[config.mk]
export PLATFORM = sky130hd
export DESIGN_NAME = timer_output_compare_one_pulse
export DESIGN_NICKNAME = d
export VERILOG_FILES = /design/src/rtl/ocmp_pkg.sv /design/src/rtl/timer_output_compare_one_pulse.sv
export SDC_FILE = /design/constraint.sdc
export NUM_CORES = 1
export LEC_CHECK = 0
export ABC_CLOCK_PERIOD_IN_PS = 4700
export BUFFER_PORTS_ARGS = -buffer_cell sky130_fd_sc_hd__buf_4
export CORE_MARGIN = 4
export CORE_UTILIZATION = 24
export CTS_CLUSTER_DIAMETER = 50
export DETAILED_ROUTE_END_ITERATION = 8
export GPL_TIMING_DRIVEN = 0
export PLACE_DENSITY = 0.51
export SYNTH_ARGS = -nofsm -noshare
export SYNTH_HDL_FRONTEND = slang
export SYNTH_SLANG_ARGS = --single-unit
export TNS_END_PERCENT = 50
[constraint.sdc]
create_clock -name clk_in -period 4.7 [get_ports clk_in]
set_clock_uncertainty 0.05 [all_clocks]
set_input_delay 0.47 -clock clk_in [delete_from_list [all_inputs] [get_ports clk_in]]
set_output_delay 0.47 -clock clk_in [all_outputs]
set_load 0.05 [all_outputs]
[src/rtl/ocmp_pkg.sv]
package ocmp_pkg;
	// register byte offsets
	localparam logic [7:0] OFF_CTRL_FIRST = 8'h00;
	localparam logic [7:0] OFF_CTRL_SECOND = 8'h04;
	localparam logic [7:0] OFF_FLAGS = 8'h08;
	localparam logic [7:0] OFF_CMP_HI_BASE = 8'h0c;
	localparam logic [7:0] OFF_COUNTER = 8'h1c;
	localparam logic [7:0] OFF_CAP_HI_BASE = 8'h20;
	localparam logic [7:0] CH_STRIDE = 8'h08;
	localparam logic [7:0] LO_STEP = 8'h04;
	// reset, reload and overflow values
	localparam logic [15:0] COMPARE_RESET = 16'h8000;
	localparam logic [15:0] COUNTER_RESET = 16'hfffc;
	localparam logic [15:0] CAPTURE_PULSE_VALUE = 16'hfffd;
	localparam logic [15:0] COUNTER_TOP = 16'hffff;
	localparam logic [7:0] CTRL_RESET = 8'h00;
	// timer_control_first fields
	localparam int B_CAP_IRQ_EN = 7;
	localparam int B_CMP_IRQ_EN = 6;
	localparam int B_OVF_IRQ_EN = 5;
	localparam int B_FORCE_TWO = 4;
	localparam int B_FORCE_ONE = 3;
	localparam int B_LEVEL_TWO = 2;
	localparam int B_CAP_ONE_EDGE = 1;
	localparam int B_LEVEL_ONE = 0;
	// timer_control_second fields
	localparam int B_OUT_EN_ONE = 7;
	localparam int B_OUT_EN_TWO = 6;
	localparam int B_SINGLE_PULSE = 5;
	localparam int B_PWM = 4;
	localparam int B_PRESCALE_HI = 3;
	localparam int B_PRESCALE_LO = 2;
	localparam int B_CAP_TWO_EDGE = 1;
	localparam int B_EXT_EDGE = 0;
	// timer_flags_reg fields
	localparam int B_CAP_ONE_FLAG = 7;
	localparam int B_CMP_ONE_FLAG = 6;
	localparam int B_OVF_FLAG = 5;
	localparam int B_CAP_TWO_FLAG = 4;
	localparam int B_CMP_TWO_FLAG = 3;
	// prescale and bus response codes
	localparam logic [1:0] PRESCALE_DIV2 = 2'h0;
	localparam logic [1:0] PRESCALE_DIV4 = 2'h1;
	localparam logic [1:0] PRESCALE_DIV8 = 2'h2;
	localparam logic [1:0] RESP_OKAY = 2'h0;
	localparam logic [1:0] RESP_SLVERR = 2'h2;
endpackage

[src/rtl/timer_output_compare_one_pulse.sv]
`timescale 1ns/100ps
module timer_output_compare_one_pulse
	import ocmp_pkg::*;
(
	input wire logic clk_in,
	input wire logic rst_n_in,
	input wire logic [7:0] s_axi_awaddr,
	input wire logic s_axi_awvalid,
	output logic s_axi_awready,
	input wire logic [31:0] s_axi_wdata,
	input wire logic [3:0] s_axi_wstrb,
	input wire logic s_axi_wvalid,
	output logic s_axi_wready,
	output logic [1:0] s_axi_bresp,
	output logic s_axi_bvalid,
	input wire logic s_axi_bready,
	input wire logic [7:0] s_axi_araddr,
	input wire logic s_axi_arvalid,
	output logic s_axi_arready,
	output logic [31:0] s_axi_rdata,
	output logic [1:0] s_axi_rresp,
	output logic s_axi_rvalid,
	input wire logic s_axi_rready,
	input wire logic cpu_irq_mask_in,
	input wire logic capture_one_pin_in,
	input wire logic capture_two_pin_in,
	input wire logic ext_clk_in,
	output logic compare_one_pin_out,
	output logic compare_one_pin_oe_out,
	output logic compare_two_pin_out,
	output logic compare_two_pin_oe_out,
	output logic timer_irq_out
);
	// ****************************************
	// reset release and pin synchronisers
	// ****************************************
	logic [1:0] rst_sync_reg;
	logic rst_n;
	logic [2:0] cap1_sync_reg, cap2_sync_reg, ext_sync_reg;
	always_ff @(posedge clk_in or negedge rst_n_in)
	begin
		if (!rst_n_in)
			rst_sync_reg <= 2'h0;
		else
			rst_sync_reg <= {rst_sync_reg[0], 1'b1};
	end
	assign rst_n = rst_sync_reg[1];
	always_ff @(posedge clk_in or negedge rst_n)
	begin
		if (!rst_n)
		begin
			cap1_sync_reg <= 3'h0;
			cap2_sync_reg <= 3'h0;
			ext_sync_reg <= 3'h0;
		end
		else
		begin
			cap1_sync_reg <= {cap1_sync_reg[1:0], capture_one_pin_in};
			cap2_sync_reg <= {cap2_sync_reg[1:0], capture_two_pin_in};
			ext_sync_reg <= {ext_sync_reg[1:0], ext_clk_in};
		end
	end

	// ****************************************
	// bus slave
	// ****************************************
	logic aw_full_reg, w_full_reg, bvalid_reg, rvalid_reg;
	logic [7:0] aw_addr_reg, w_data_reg, rdata_reg;
	logic w_strb_reg;
	logic [1:0] bresp_reg, rresp_reg;
	logic do_wr, rd_fire, wr_hit, rd_hit;
	logic [7:0] rd_val;
	assign s_axi_awready = !aw_full_reg && !bvalid_reg;
	assign s_axi_wready = !w_full_reg && !bvalid_reg;
	assign s_axi_arready = !rvalid_reg;
	assign do_wr = aw_full_reg && w_full_reg && !bvalid_reg;
	assign rd_fire = s_axi_arvalid && !rvalid_reg;
	assign s_axi_bvalid = bvalid_reg;
	assign s_axi_bresp = bresp_reg;
	assign s_axi_rvalid = rvalid_reg;
	assign s_axi_rresp = rresp_reg;
	assign s_axi_rdata = {24'h0, rdata_reg};
	assign wr_hit = aw_addr_reg[1:0] == 2'h0 && aw_addr_reg <= 8'h2c;
	assign rd_hit = s_axi_araddr[1:0] == 2'h0 && s_axi_araddr <= 8'h2c;
	always_ff @(posedge clk_in or negedge rst_n)
	begin
		if (!rst_n)
		begin
			aw_full_reg <= 1'b0;
			w_full_reg <= 1'b0;
			bvalid_reg <= 1'b0;
			rvalid_reg <= 1'b0;
			aw_addr_reg <= 8'h0;
			w_data_reg <= 8'h0;
			w_strb_reg <= 1'b0;
			bresp_reg <= RESP_OKAY;
			rresp_reg <= RESP_OKAY;
			rdata_reg <= 8'h0;
		end
		else
		begin
			if (s_axi_awvalid && s_axi_awready)
			begin
				aw_full_reg <= 1'b1;
				aw_addr_reg <= s_axi_awaddr;
			end
			if (s_axi_wvalid && s_axi_wready)
			begin
				w_full_reg <= 1'b1;
				w_data_reg <= s_axi_wdata[7:0];
				w_strb_reg <= s_axi_wstrb[0];
			end
			if (do_wr)
			begin
				aw_full_reg <= 1'b0;
				w_full_reg <= 1'b0;
				bvalid_reg <= 1'b1;
				bresp_reg <= wr_hit ? RESP_OKAY : RESP_SLVERR;
			end
			else if (s_axi_bready)
				bvalid_reg <= 1'b0;
			if (rd_fire)
			begin
				rvalid_reg <= 1'b1;
				rdata_reg <= rd_val;
				rresp_reg <= rd_hit ? RESP_OKAY : RESP_SLVERR;
			end
			else if (s_axi_rready)
				rvalid_reg <= 1'b0;
		end
	end
	logic wr_en;
	assign wr_en = do_wr && w_strb_reg;

	// ****************************************
	// control registers and mode decode
	// ****************************************
	logic [7:0] ctrl1_reg, ctrl2_reg;
	logic pwm_act, opm_act, normal1;
	logic [1:0] force_pulse, force_level, level, out_en;
	assign pwm_act = ctrl2_reg[B_PWM];
	assign opm_act = ctrl2_reg[B_SINGLE_PULSE] && !pwm_act;
	assign normal1 = !opm_act && !pwm_act;
	assign level = {ctrl1_reg[B_LEVEL_TWO], ctrl1_reg[B_LEVEL_ONE]};
	// a force copies the level written along with it, not the old one
	assign force_level = {w_data_reg[B_LEVEL_TWO], w_data_reg[B_LEVEL_ONE]};
	assign out_en = {ctrl2_reg[B_OUT_EN_TWO], ctrl2_reg[B_OUT_EN_ONE]};
	assign force_pulse = (wr_en && aw_addr_reg == OFF_CTRL_FIRST && normal1)
		? {w_data_reg[B_FORCE_TWO], w_data_reg[B_FORCE_ONE]}
		: 2'h0;
	always_ff @(posedge clk_in or negedge rst_n)
	begin
		if (!rst_n)
		begin
			ctrl1_reg <= CTRL_RESET;
			ctrl2_reg <= CTRL_RESET;
		end
		else
		begin
			if (wr_en && aw_addr_reg == OFF_CTRL_FIRST)
				ctrl1_reg <= w_data_reg & 8'he7;
			if (wr_en && aw_addr_reg == OFF_CTRL_SECOND)
				ctrl2_reg <= w_data_reg;
		end
	end

	// ****************************************
	// prescaler and counter
	// ****************************************
	logic [2:0] div_reg;
	logic [15:0] cnt_reg;
	logic [1:0] presc;
	logic ext_edge, tick, eval_reg, tof_reg, tof_arm_reg, trig, cnt_wr;
	assign presc = ctrl2_reg[B_PRESCALE_HI:B_PRESCALE_LO];
	assign ext_edge = (ext_sync_reg[1] != ext_sync_reg[2])
		&& (ext_sync_reg[1] == ctrl2_reg[B_EXT_EDGE]);
	assign tick = (presc == PRESCALE_DIV2) ? div_reg[0]
		: (presc == PRESCALE_DIV4) ? &div_reg[1:0]
		: (presc == PRESCALE_DIV8) ? &div_reg : ext_edge;
	assign trig = opm_act && (cap1_sync_reg[1] != cap1_sync_reg[2])
		&& (cap1_sync_reg[1] == ctrl1_reg[B_CAP_ONE_EDGE]);
	assign cnt_wr = wr_en && aw_addr_reg == OFF_COUNTER;
	always_ff @(posedge clk_in or negedge rst_n)
	begin
		if (!rst_n)
		begin
			div_reg <= 3'h0;
			cnt_reg <= COUNTER_RESET;
			eval_reg <= 1'b0;
		end
		else
		begin
			div_reg <= div_reg + 3'h1;
			eval_reg <= tick && !trig && !cnt_wr;
			if (trig || cnt_wr)
				cnt_reg <= COUNTER_RESET;
			else if (tick)
				cnt_reg <= cnt_reg + 16'h1;
		end
	end

	// ****************************************
	// per-channel compare and capture
	// ****************************************
	logic [15:0] cmp_reg [2];
	logic [15:0] cap_reg [2];
	logic [1:0] inh_reg, hit, ocf_reg, oc_arm_reg;
	logic [1:0] cap_inh_reg, icf_reg, ic_arm_reg, cap_ev, cap_en;
	logic flags_rd;
	assign flags_rd = rd_fire && s_axi_araddr == OFF_FLAGS;
	assign cap_en = {1'b1, normal1};
	for (genvar i = 0; i < 2; i++)
	begin : g_ch
		localparam logic [7:0] CMP_HI = OFF_CMP_HI_BASE + 8'(i) * CH_STRIDE;
		localparam logic [7:0] CAP_HI = OFF_CAP_HI_BASE + 8'(i) * CH_STRIDE;
		logic [15:0] target;
		logic set_ocf, lo_acc, cap_lo_acc, set_icf;
		logic [2:0] cs;
		assign cs = (i == 0) ? cap1_sync_reg : cap2_sync_reg;
		assign target = (presc == PRESCALE_DIV2) ? cmp_reg[i]
			: cmp_reg[i] + 16'h1;
		assign hit[i] = eval_reg && cnt_reg == target && !inh_reg[i];
		assign set_ocf = hit[i] && ((i == 0) ? normal1 : !pwm_act);
		assign lo_acc = (wr_en && aw_addr_reg == CMP_HI + LO_STEP)
			|| (rd_fire && s_axi_araddr == CMP_HI + LO_STEP);
		assign cap_lo_acc = (wr_en && aw_addr_reg == CAP_HI + LO_STEP)
			|| (rd_fire && s_axi_araddr == CAP_HI + LO_STEP);
		assign cap_ev[i] = cap_en[i] && !cap_inh_reg[i] && cs[1] != cs[2]
			&& cs[1] == ((i == 0) ? ctrl1_reg[B_CAP_ONE_EDGE]
			: ctrl2_reg[B_CAP_TWO_EDGE]);
		assign set_icf = cap_ev[i] || (i == 0 && trig);
		always_ff @(posedge clk_in or negedge rst_n)
		begin
			if (!rst_n)
			begin
				cmp_reg[i] <= COMPARE_RESET;
				cap_reg[i] <= 16'h0;
				inh_reg[i] <= 1'b0;
				ocf_reg[i] <= 1'b0;
				oc_arm_reg[i] <= 1'b0;
				cap_inh_reg[i] <= 1'b0;
				icf_reg[i] <= 1'b0;
				ic_arm_reg[i] <= 1'b0;
			end
			else
			begin
				if (wr_en && aw_addr_reg == CMP_HI)
				begin
					cmp_reg[i][15:8] <= w_data_reg;
					inh_reg[i] <= 1'b1;
				end
				if (wr_en && aw_addr_reg == CMP_HI + LO_STEP)
				begin
					cmp_reg[i][7:0] <= w_data_reg;
					inh_reg[i] <= 1'b0;
				end
				if (set_ocf)
					ocf_reg[i] <= 1'b1;
				else if (lo_acc && oc_arm_reg[i])
					ocf_reg[i] <= 1'b0;
				if (flags_rd && ocf_reg[i])
					oc_arm_reg[i] <= 1'b1;
				else if (lo_acc)
					oc_arm_reg[i] <= 1'b0;
				if (i == 0 && trig)
					cap_reg[i] <= CAPTURE_PULSE_VALUE;
				else if (cap_ev[i])
					cap_reg[i] <= cnt_reg;
				if (rd_fire && s_axi_araddr == CAP_HI)
					cap_inh_reg[i] <= 1'b1;
				else if (rd_fire && s_axi_araddr == CAP_HI + LO_STEP)
					cap_inh_reg[i] <= 1'b0;
				if (set_icf)
					icf_reg[i] <= 1'b1;
				else if (cap_lo_acc && ic_arm_reg[i])
					icf_reg[i] <= 1'b0;
				if (flags_rd && icf_reg[i])
					ic_arm_reg[i] <= 1'b1;
				else if (cap_lo_acc)
					ic_arm_reg[i] <= 1'b0;
			end
		end
	end

	// ****************************************
	// output pins, overflow and interrupt
	// ****************************************
	logic pin1_reg, pin2_reg, irq_reg, cnt_lo_acc;
	assign cnt_lo_acc = cnt_wr || (rd_fire && s_axi_araddr == OFF_COUNTER);
	always_ff @(posedge clk_in or negedge rst_n)
	begin
		if (!rst_n)
		begin
			pin1_reg <= 1'b0;
			pin2_reg <= 1'b0;
			tof_reg <= 1'b0;
			tof_arm_reg <= 1'b0;
			irq_reg <= 1'b0;
		end
		else
		begin
			if (trig)
				pin1_reg <= level[1];
			else if (hit[0] && opm_act)
				pin1_reg <= level[0];
			else if (hit[0] && normal1 && out_en[0])
				pin1_reg <= level[0];
			else if (force_pulse[0] && out_en[0])
				pin1_reg <= force_level[0];
			if (hit[1] && normal1 && out_en[1])
				pin2_reg <= level[1];
			else if (force_pulse[1] && out_en[1])
				pin2_reg <= force_level[1];
			if (tick && cnt_reg == COUNTER_TOP && !trig && !cnt_wr)
				tof_reg <= 1'b1;
			else if (cnt_lo_acc && tof_arm_reg)
				tof_reg <= 1'b0;
			if (flags_rd && tof_reg)
				tof_arm_reg <= 1'b1;
			else if (cnt_lo_acc)
				tof_arm_reg <= 1'b0;
			irq_reg <= !cpu_irq_mask_in && (
				(ctrl1_reg[B_CMP_IRQ_EN] && |ocf_reg)
				|| (ctrl1_reg[B_CAP_IRQ_EN] && |icf_reg)
				|| (ctrl1_reg[B_OVF_IRQ_EN] && tof_reg));
		end
	end
	assign compare_one_pin_out = pin1_reg;
	assign compare_two_pin_out = pin2_reg;
	assign compare_one_pin_oe_out = out_en[0];
	assign compare_two_pin_oe_out = out_en[1] && normal1;
	assign timer_irq_out = irq_reg;

	always_comb
	begin
		rd_val = 8'h0;
		unique case (s_axi_araddr)
			OFF_CTRL_FIRST: rd_val = ctrl1_reg;
			OFF_CTRL_SECOND: rd_val = ctrl2_reg;
			OFF_FLAGS: rd_val = {icf_reg[0], ocf_reg[0], tof_reg,
				icf_reg[1], ocf_reg[1], 3'h0};
			8'h0c: rd_val = cmp_reg[0][15:8];
			8'h10: rd_val = cmp_reg[0][7:0];
			8'h14: rd_val = cmp_reg[1][15:8];
			8'h18: rd_val = cmp_reg[1][7:0];
			OFF_COUNTER: rd_val = cnt_reg[7:0];
			8'h20: rd_val = cap_reg[0][15:8];
			8'h24: rd_val = cap_reg[0][7:0];
			8'h28: rd_val = cap_reg[1][15:8];
			8'h2c: rd_val = cap_reg[1][7:0];
			default: rd_val = 8'h0;
		endcase
	end
endmodule

# [After elaboration in Yosys (flattened, before gate mapping)]
# Index checks and enable logic that the tools add are counted.
# Widths: inputs -> output; s select.
[op_classes] addsub=4 magnitude_cmp=2 n_eq_ne=30 mux=55 n_reduce_logical=123
[op_table] cell="$mux 16" n=6
[op_table] cell="$pmux 8 s12" n=1
[op_table] cell="$logic_and 1x1->1" n=70
[op_table] cell="$eq 8x5->1 const B" n=8
[op_table] cell="$add 16x1->16 const B" n=3
[op_table] cell="$eq 8x6->1 const B" n=6
[op_table] cell="$mux 1" n=45
[op_table] cell="$reduce_bool 2->1" n=21
[op_table] cell="$eq 16x16->1" n=2
[op_table] cell="$eq 8x4->1 const B" n=3
[op_table] cell="$eq 16x16->1 const B" n=1
[op_table] cell="$eq 8x3->1 const B" n=2
[op_table] cell="$le 8x6->1 const B" n=2
[op_table] cell="$logic_not 8->1" n=2
[op_table] cell="$logic_not 1->1" n=13
[op_table] cell="$logic_or 1x1->1" n=9
[op_table] cell="$logic_not 2->1" n=3
[op_table] cell="$mux 2" n=3
[op_table] cell="$reduce_bool 4->1" n=1
[op_table] cell="$reduce_or 2->1" n=2
[op_table] cell="$add 3x1->3 const B" n=1
[op_table] cell="$eq 1x1->1" n=3
[op_table] cell="$ne 1x1->1" n=3
[op_table] cell="$reduce_and 3->1" n=1
[op_table] cell="other kinds (3)" n=3
[word_totals] register_bits=159 input_bits=63 out_inout_bits=46 word_cells=256

# [Logic depth before layout (Yosys ltp)]
# Gate-level depths: netlist (run 1).
[depth] word_depth=11 mapped_depth=10 ltp_nobuf=9

# [Worst setup path after synthesis (run 1)]
# OpenSTA, ideal clock, no wires.
[synth_timing] path_kind="flip-flop to flip-flop" from="register ctrl2_reg[0]" to="register cnt_reg[10]" arrival_ps=2313 required_ps=4583 setup_slack_ps=2271 path_stages_with_launch=8 n_path_buf=1 synth_period_minus_slack_ps=2429 cell_sequence="dfrtp_1 > or3b_4 > a311oi_4 > nor2_2 > or4b_1 > buf_2 > or3_1 > nand3_1"
[synth_between] elab_chain_len=6
[synth_rtl] element="start: declaration" line_no="timer_output_compare_one_pulse.sv:138" rtl="logic [7:0] ctrl1_reg, ctrl2_reg;"
[synth_rtl] element="start signal: assignment" line_no="timer_output_compare_one_pulse.sv:163" rtl="ctrl2_reg <= w_data_reg;"
[synth_rtl] element="$eq 1x1->1" line_no="timer_output_compare_one_pulse.sv:176" rtl="&& (ext_sync_reg[1] == ctrl2_reg[B_EXT_EDGE]);"
[synth_rtl] element="$logic_and 1x1->1" line_no="timer_output_compare_one_pulse.sv:176"
[synth_rtl] element="$mux 1" line_no="timer_output_compare_one_pulse.sv:179" rtl=": (presc == PRESCALE_DIV8) ? &div_reg : ext_edge;"
[synth_rtl] element="$mux 1" line_no="timer_output_compare_one_pulse.sv:178" rtl=": (presc == PRESCALE_DIV4) ? &div_reg[1:0]"
[synth_rtl] element="$mux 1" line_no="timer_output_compare_one_pulse.sv:177" rtl="assign tick = (presc == PRESCALE_DIV2) ? div_reg[0]"
[synth_rtl] element="$reduce_bool 2->1 (no source line)"
[synth_rtl] element="end signal: assignment" line_no="timer_output_compare_one_pulse.sv:198" rtl="cnt_reg <= cnt_reg + 16'h1;"
[synth_rtl] element="end: declaration" line_no="timer_output_compare_one_pulse.sv:171" rtl="logic [15:0] cnt_reg;"
# No other way between the ends.
# A chain may end at the register's enable or synchronous reset.

# [Worst setup path after layout (run 1)]
[layout_timing] from="register cnt_reg[2]" to="register ocf_reg[1]"
[layout_between] elab_chain_len=5 word_cells_on_any_way=6 classes_between="1 x eq/ne; 1 x mux; 4 x reduce/logical"
[layout_rtl] element="$eq 16x16->1 (*)" line_no="timer_output_compare_one_pulse.sv:222" rtl="assign hit[i] = eval_reg && cnt_reg == target && !inh_reg[i];"
[layout_rtl] element="$logic_and 1x1->1 (*) (2 in series)" line_no="timer_output_compare_one_pulse.sv:222"
[layout_rtl] element="$logic_and 1x1->1 (*)" line_no="timer_output_compare_one_pulse.sv:223" rtl="assign set_ocf = hit[i] && ((i == 0) ? normal1 : !pwm_act);"
[layout_rtl] element="$mux 1 or $reduce_bool 2->1 (tied branches)"
[layout_rtl] element="end signal: indexed assignment" line_no="timer_output_compare_one_pulse.sv:239" rtl="ocf_reg[i] <= 1'b0;"
[layout_rtl] element="end signal: indexed assignment" line_no="timer_output_compare_one_pulse.sv:258" rtl="ocf_reg[i] <= 1'b1;"
[layout_rtl] element="end signal: indexed assignment" line_no="timer_output_compare_one_pulse.sv:260" rtl="ocf_reg[i] <= 1'b0;"
[layout_rtl] element="end: declaration" line_no="timer_output_compare_one_pulse.sv:207" rtl="logic [1:0] inh_reg, hit, ocf_reg, oc_arm_reg;"
# Every way passes the cells marked *; elsewhere a longest branch is shown, timed or not.

==> impl_metrics.sql, run 1 <==
INSERT INTO impl_metrics (metric_group, metric, value, unit) VALUES
('status', 'run_status', 'completed', ''),
('sta', 'timing.slew.headroom', '0.170', ''),
('sta', 'achievable-frequency', '317', 'MHz'),
('final_layout', 'fill_cells', '3612', ''),
('worst_setup_path', 'end_kind', 'register', ''),
('routing', 'drt-vias-per-instance', '4.87', ''),
('placement', 'port-buffer-count', '55', ''),
('clock_tree', 'postCtsResizedCells', '0', ''),
('yosys', 'post_synth_inst_count', '818', ''),
('die', 'die_height', '195', 'um'),
('die', 'floorplan.initialDensity', '0.244', ''),
('global_routing', 'overflow', '0', ''),
('worst_setup_path', 'crit_type', 'register to register', ''),
('worst_setup_path', 'timing.critical_path.fanout_max', '10', ''),
('clock_tree', 'root_buffer', 'sky130_fd_sc_hd__clkbuf_16', ''),
('final_layout', 'finish.cell_count_without_fillers', '1388', ''),
('sta', 'rsz_0062_raised_after_global_routing', 'false', ''),
('die', 'boundary_pins', '109', ''),
('clock_tree', 'path_clk_slew', '0.07', 'ns'),
('die', 'floorplan.die.width', '195', 'um'),
('worst_setup_path', 'setup.worst_path.start_class', 'register', ''),
('power_and_ir_drop', 'power', '0.00514', 'W'),
('routing', 'vias', '6753', ''),
('worst_setup_path', 'cp_data_required_time', '5.01', 'ns'),
('clock_tree', 'clock_sinks', '157', ''),
('yosys', 'simple_gate_portion_of_the_synthesized_area', '0.162', ''),
('sta', 'tns', '0', 'ns'),
('global_routing', 'grt_start_max_net_pins', '66', ''),
('run', 'maxCapViolCount', '0', ''),
('placement', 'placement.cell_area', '0.00957', 'mm^2'),
('die', 'core-area', '0.0346', 'mm^2'),
('placement', 'dp_hpwl', '19700', 'um'),
('global_routing', 'first_global_vias', '6494', ''),
('final_layout', 'area_growth', '20.7', '%'),
('yosys', 'ys_seq_area_frac', '0.468', ''),
('final_layout', 'n_antenna_cell', '0', ''),
('worst_setup_path', 'r2r-start', 'cnt_reg[2]$_DFFE_PN1P_', ''),
('power_and_ir_drop', 'cellLeakagePower', '4.38', 'nW'),
('yosys', 'synth_area_leaders', 'sky130_fd_sc_hd__dfrtp_1, sky130_fd_sc_hd__mux2_2, sky130_fd_sc_hd__dfstp_2, sky130_fd_sc_hd__nand2_1, sky130_fd_sc_hd__xnor2_1', ''),
('yosys', 'synth-main-ff-cell', 'sky130_fd_sc_hd__dfrtp_1', ''),
('yosys', 'edff_count_synth', '0', ''),
('yosys', 'yosys-mux-area-fraction', '0.115', ''),
('yosys', 'async_reset_ff_frac', '1.00', ''),
('yosys', 'combinational_family_with_the_most_area_after_synthesis', 'simple AND/OR/NAND/NOR gates', ''),
('sta', 'period_minus_slack', '3.15', 'ns'),
('sta', 'report.final.slew_viol_count', '0', ''),
('clock_tree', 'latest_clock_arrival_within_the_worst_skew_pair', '0.44', 'ns'),
('routing', 'drt-total-wl', '27400', 'um'),
('global_routing', 'grt_pass1_wl', '41600', 'um'),
('final_layout', 'final_util', '0.294', ''),
('yosys', 'post_synth_num_cell_types', '67', ''),
('yosys', 'yosys.area_share.xor_xnor', '0.0571', ''),
('final_layout', 'post_route_cells_drive_above_1_share', '0.245', ''),
('die', 'placementRows', '68', ''),
('sta', 'final.period_utilization', '0.670', ''),
('sta', 'worst-slew-pin-transition', '1.24', 'ns'),
('yosys', 'synth-adder-area-share', '0.00742', ''),
('die', 'floorplan.die_area', '0.0382', 'mm^2'),
('clock_tree', 'h-tree-depth', '4', ''),
('routing', 'detail_route.first_pass.iterations', '5', ''),
('routing', 'drt.antenna.violating_nets', '0', ''),
('placement', 'inst_count_dp', '1355', ''),
('clock_tree', 'cts_made_buffers', '17', ''),
('sta', 'finalSetupViolations', '0', ''),
('min_path', 'hp-class', 'input port to register', ''),
('yosys', 'yosys.area.top_type_share', '0.418', ''),
('final_layout', 'postLayoutCellArea', '0.0102', 'mm^2'),
('yosys', 'yosys-top-cells-count', 'sky130_fd_sc_hd__dfrtp_1, sky130_fd_sc_hd__nand2_1, sky130_fd_sc_hd__mux2_2', ''),
('clock_tree', 'tritoncts', 'done', ''),
('yosys', 'synthesis.yosys.warnings', '0', ''),
('worst_setup_path', 'critical_path.endpoint', 'ocf_reg[1]$_DFFE_PN0P_', '');
## kinds of logic after synthesis
group	count (synthesis)
AND/OR/NAND/NOR	264
flip-flops	157
AO/OA/AOI/OAI	155
buffers and inverters	93
multiplexers	87
XOR/XNOR	55
adder cells (fa/ha/maj)	5
other	2
## final cells by class
cell class	count	area [um^2]	area share
buffer	77	399	0.0392
timing repair buffer	58	478	0.0469
tap	455	569	0.0559
clock buffer	18	429	0.0421
multi-input combinational	593	4120	0.405
clock inverter	14	174	0.0171
inverter	16	60.1	0.00590
sequential	157	3950	0.388
## per-layer routing
| metal | GRT usage | vias to the layer above | wire length [um] |
|---|---|---|---|
| met5 | 0 | - | 0 |
| met4 | 0.0484 | 0 | 690 |
| met3 | 0.0219 | 28 | 1620 |
| met2 | 0.210 | 263 | 12100 |
| met1 | 0.210 | 3333 | 13000 |
| li1 | - | 3129 | - |
## metrics by stage
| step | setup slack (ns) | hold WS (ns) |
|---|---|---|
| 6_report | 1.55 | 0.0880 |
| 5_1_grt | 1.49 | 0.0661 |
| 4_1_cts | 1.62 | 0.0668 |
| 3_5_place_dp | 1.66 | 0.204 |
| 3_3_place_gp | 0.883 | 0.203 |
| 2_1_floorplan | 2.06 | 0.124 |
## report_power, final
part | internal, W | switching, W
Clock | 0.000806 | 0.000644
Sequential | 0.00174 | 0.000345
Combinational | 0.000639 | 0.000970
## layout by cell type (no fill, tap or decap), types with 16 or more instances in the layout
cell,synthesis,layout
sky130_fd_sc_hd__xnor2_1,34,34
sky130_fd_sc_hd__nand3_1,34,34
sky130_fd_sc_hd__clkbuf_16,0,17
sky130_fd_sc_hd__mux2_2,78,78
sky130_fd_sc_hd__buf_4,27,82
sky130_fd_sc_hd__inv_1,16,16
sky130_fd_sc_hd__a22oi_1,36,36
sky130_fd_sc_hd__conb_1,2,27
sky130_fd_sc_hd__dfrtp_1,141,140
sky130_fd_sc_hd__nor2_1,36,36
sky130_fd_sc_hd__o21ai_0,24,24
sky130_fd_sc_hd__clkbuf_1,41,42
sky130_fd_sc_hd__xor2_1,21,21
sky130_fd_sc_hd__nand2_1,87,87
sky130_fd_sc_hd__nor4_1,17,17
sky130_fd_sc_hd__dfstp_2,16,16
## critical path, stage by stage, from the launching register on
cell	delay, ns
sky130_fd_sc_hd__dfstp_2	0.51
sky130_fd_sc_hd__clkbuf_1	0.52
sky130_fd_sc_hd__xor2_1	0.23
sky130_fd_sc_hd__xnor2_1	0.10
sky130_fd_sc_hd__a2111oi_0	0.41
sky130_fd_sc_hd__o2111ai_1	0.23
sky130_fd_sc_hd__nor4_1	0.59
sky130_fd_sc_hd__nand3_1	0.25
sky130_fd_sc_hd__o21ai_0	0.19
## worst min-delay path by stage
stage | end | slack (ns) | cells past startpoint
after global routing | cap1_sync_reg[0]$_DFF_PN0_ | 0.07 | 1
after detailed placement | rst_sync_reg[0]$_DFF_PN0_ | 0.20 | 1
after global placement | rst_sync_reg[0]$_DFF_PN0_ | 0.20 | 1
final | cap1_sync_reg[0]$_DFF_PN0_ | 0.09 | 1
after floorplan | rst_sync_reg[0]$_DFF_PN0_ | 0.12 | 0
after CTS | cap1_sync_reg[0]$_DFF_PN0_ | 0.07 | 1
## timing repair
action                    4_1_cts  5_1_grt
hold buffers                    1        0
setup buffers                   0        0
hold endpoints to repair        2        0
(Power assumes the default switching activity.)
==> run 2: changes to the inputs <==
ABC_AREA = 1   (was default)
ABC_CLOCK_PERIOD_IN_PS = 3100   (was 4700)
PLACE_DENSITY = 0.5   (was 0.51)
clock period = 3.1 ns   (was 4.7 ns; I/O delays follow)
==> impl_metrics.sql, run 2 <==
INSERT INTO impl_metrics (metric_group, metric, value, unit) VALUES
('die', 'die_height', '196', 'um'),
('yosys', 'async_reset_ff_frac', '1.00', ''),
('sta', 'rsz_0062_raised_after_global_routing', 'false', ''),
('final_layout', 'nNetsFinal', '1251', ''),
('sta', 'achievable-frequency', '393', 'MHz'),
('yosys', 'post_synth_num_cell_types', '52', ''),
('routing', 'drt-total-wl', '28600', 'um'),
('min_path', 'hp-class', 'input port to register', ''),
('final_layout', 'n_antenna_cell', '0', ''),
('routing', 'avgRoutedWirePerCell', '17.3', 'um'),
('yosys', 'ys_seq_area_frac', '0.463', ''),
('sta', 'worst-slew-pin-transition', '0.913', 'ns'),
('worst_setup_path', 'setup.worst_path.start_class', 'register', ''),
('clock_tree', 'post_cts.repair.setup_buffers', '0', ''),
('clock_tree', 'cts-root-to-sink-buffers', '2', ''),
('yosys', 'yosys-top-cells-count', 'sky130_fd_sc_hd__nand2_1, sky130_fd_sc_hd__dfrtp_1, sky130_fd_sc_hd__inv_1', ''),
('power_and_ir_drop', 'power', '0.00755', 'W'),
('worst_setup_path', 'end_kind', 'register', ''),
('global_routing', 'grt_antenna_before_repair', '0', ''),
('yosys', 'ys_ff_latch', '157', ''),
('routing', 'drt.antenna.violating_nets', '0', ''),
('clock_tree', 'h-tree-depth', '4', ''),
('sta', 'final.period_utilization', '0.822', ''),
('final_layout', 'layout_commonest_cell', 'sky130_fd_sc_hd__nand2_1', ''),
('yosys', 'synth-main-ff-cell', 'sky130_fd_sc_hd__dfrtp_1', ''),
('clock_tree', 'cts_made_buffers', '17', ''),
('worst_setup_path', 'crit_type', 'register to register', ''),
('global_routing', 'grt_start_max_net_pins', '56', ''),
('yosys', 'edff_count_synth', '0', ''),
('global_routing', 'grt_pass1_wl', '44200', 'um'),
('die', 'placementRows', '68', ''),
('final_layout', 'area_growth', '21.0', '%'),
('power_and_ir_drop', 'vdd.ir_drop.worst', '0.000477', 'V'),
('clock_tree', 'postCtsResizedCells', '0', ''),
('clock_tree', 'path_clk_slew', '0.08', 'ns'),
('yosys', 'synthMostInstantiatedCell', 'sky130_fd_sc_hd__nand2_1', ''),
('yosys', 'syn_area_per_cell', '7.91', 'um^2'),
('routing', 'drt-vias-per-instance', '4.62', ''),
('yosys', 'yosys.area.top_type_share', '0.414', ''),
('sta', 'hold_violations', '0', ''),
('global_routing', 'first_global_vias', '7365', ''),
('placement', 'placement.cell_area', '0.00966', 'mm^2'),
('sta', 'finalSetupViolations', '0', ''),
('global_routing', 'overflow', '0', ''),
('routing', 'drc', '0', ''),
('global_routing', 'grt_util_all_layers', '0.148', ''),
('yosys', 'synthesis.yosys.warnings', '0', ''),
('yosys', 'synth.largest_area_cell', 'sky130_fd_sc_hd__dfrtp_1', ''),
('die', 'floorplan.initialDensity', '0.245', ''),
('yosys', 'post_synth_inst_count', '1077', ''),
('routing', 'vias', '7628', ''),
('clock_tree', 'tritoncts', 'done', ''),
('worst_setup_path', 'ff2ff_setup_slack', '0.55', 'ns'),
('placement', 'port-buffer-count', '55', ''),
('power_and_ir_drop', 'power.density_cell_area', '732', 'mW/mm^2'),
('final_layout', 'post_route_cells_drive_above_1_share', '0.145', ''),
('die', 'boundary_pins', '109', ''),
('worst_setup_path', 'cp_data_required_time', '3.41', 'ns'),
('clock_tree', 'clock_sinks', '157', ''),
('yosys', 'synth_area_leaders', 'sky130_fd_sc_hd__dfrtp_1, sky130_fd_sc_hd__nand2_1, sky130_fd_sc_hd__o21ai_0, sky130_fd_sc_hd__inv_1, sky130_fd_sc_hd__dfstp_2', ''),
('sta', 'report.final.slew_viol_count', '0', ''),
('sta', 'timing.slew.headroom', '0.391', ''),
('yosys', 'mappedNetlistArea', '0.00852', 'mm^2'),
('power_and_ir_drop', 'cellLeakagePower', '4.81', 'nW'),
('sta', 'period_minus_slack', '2.55', 'ns'),
('die', 'core-area', '0.0348', 'mm^2'),
('routing', 'detail_route.first_pass.iterations', '5', ''),
('worst_setup_path', 'timing.critical_path.fanout_max', '8', ''),
('final_layout', 'mostFrequentLayoutCells', 'sky130_fd_sc_hd__nand2_1, sky130_fd_sc_hd__dfrtp_1, sky130_fd_sc_hd__inv_1', ''),
('clock_tree', 'latest_clock_arrival_within_the_worst_skew_pair', '0.44', 'ns'),
('placement', 'dp_hpwl', '21800', 'um'),
('routing', 'first_iter_violations', '771', ''),
('placement', 'gpl.final_weighted_congestion', '0.888', ''),
('status', 'run_status', 'completed', ''),
('final_layout', 'final_util', '0.296', ''),
('die', 'floorplan.die_area', '0.0386', 'mm^2'),
('final_layout', 'postLayoutCellArea', '0.0103', 'mm^2'),
('clock_tree', 'root_buffer', 'sky130_fd_sc_hd__clkbuf_16', ''),
('worst_setup_path', 'arrival', '2.86', 'ns'),
('run', 'maxCapViolCount', '0', ''),
('die', 'floorplan.die.width', '196', 'um');
## run 2: cell count changes after synthesis, moves of 22 or more
cell                       delta
sky130_fd_sc_hd__a22oi_1     -36
sky130_fd_sc_hd__a21oi_1     +30
sky130_fd_sc_hd__nand3_1     +23
sky130_fd_sc_hd__xnor2_1     -24
sky130_fd_sc_hd__o21ai_0     +98
sky130_fd_sc_hd__clkbuf_1    -22
sky130_fd_sc_hd__nand2_1    +162
sky130_fd_sc_hd__inv_1      +119
sky130_fd_sc_hd__nor2_1      +43
sky130_fd_sc_hd__mux2_2      -73
## run 2: critical path, cell delays in order (launching register included)
cell                       delay [ns]
sky130_fd_sc_hd__dfrtp_1         0.39
sky130_fd_sc_hd__ha_1            0.23
sky130_fd_sc_hd__ha_1            0.19
sky130_fd_sc_hd__nand2_1         0.05
sky130_fd_sc_hd__o21ai_0         0.08
sky130_fd_sc_hd__a21oi_1         0.71
sky130_fd_sc_hd__nand2_2         0.20
sky130_fd_sc_hd__nand2_1         0.17
sky130_fd_sc_hd__clkinv_1        0.13
sky130_fd_sc_hd__nand4_1         0.12
sky130_fd_sc_hd__a21oi_1         0.08
sky130_fd_sc_hd__o21ai_1         0.08
## run 2: worst paths after layout
kind                                            from                        end  cells after the start
setup / recovery                div_reg[0]$_DFF_PN0_    cnt_reg[14]$_DFFE_PN1P_                     11
hold / removal                          s_axi_rready   s_axi_rvalid$_DFFE_PN0P_                      2
setup reg to reg                div_reg[0]$_DFF_PN0_    cnt_reg[14]$_DFFE_PN1P_                     11
hold reg to reg            ext_sync_reg[0]$_DFF_PN0_  ext_sync_reg[1]$_DFF_PN0_                      0
max in group asynchronous  rst_sync_reg[1]$_DFF_PN0_    cnt_reg[13]$_DFFE_PN1P_                      1
min in group asynchronous                   rst_n_in  rst_sync_reg[1]$_DFF_PN0_                      2
## run 2: where the power goes
group / internal [W] / switching, W / leakage, nW
registers: 0.00259 / 0.000505 / 1.90
logic: 0.000713 / 0.00154 / 2.62
clock network: 0.00122 / 0.000982 / 0.294
## run 2: timing repair
action | in CTS | in global routing
endpoints found under the hold margin | 6 | 0
setup endpoints to repair | 0 | 0
hold buffers | 5 | 0
## run 2: area by class of cell
cell class	instances	area, um^2
Clock buffer	18	429
Timing Repair Buffer	62	518
Inverter	143	537
Tap cell	455	569
Sequential cell	157	3950
Clock inverter	14	176
Buffer	50	304
Fill cell	3716	24500
Multi-Input combinational cell	752	3830
## run 2: kinds of logic after synthesis
kind of cell,after synthesis,share of synthesized area
other cells,2,0.000881
simple gates,456,0.240
fa+ha+maj,5,0.00734
mux,5,0.00661
flops,157,0.463
compound gates,223,0.146
xor+xnor,36,0.0370
buf+inv,193,0.0987
## run 2: metal layers
layer	track usage	share of wire	vias up	wire [um]
met1	0.209	0.46	3661	13100
met5	0	0	-	0
li1	-	-	3703	-
met2	0.233	0.46	230	13100
met3	0.0284	0.060	34	1710
met4	0.0385	0.021	0	610
## run 2: through the flow
step	setup TNS, ns	hold WS, ns	setup WS [ns]	std cells
after floorplan	0	-0.0356	0.465	1102
after global placement	-91.79	0.0434	-0.687	1612
after detailed placement	0	0.0461	0.611	1614
after CTS	0	0.00391	0.574	1651
after global routing	0	0.0238	0.332	1651
final	0	0.0159	0.553	1651
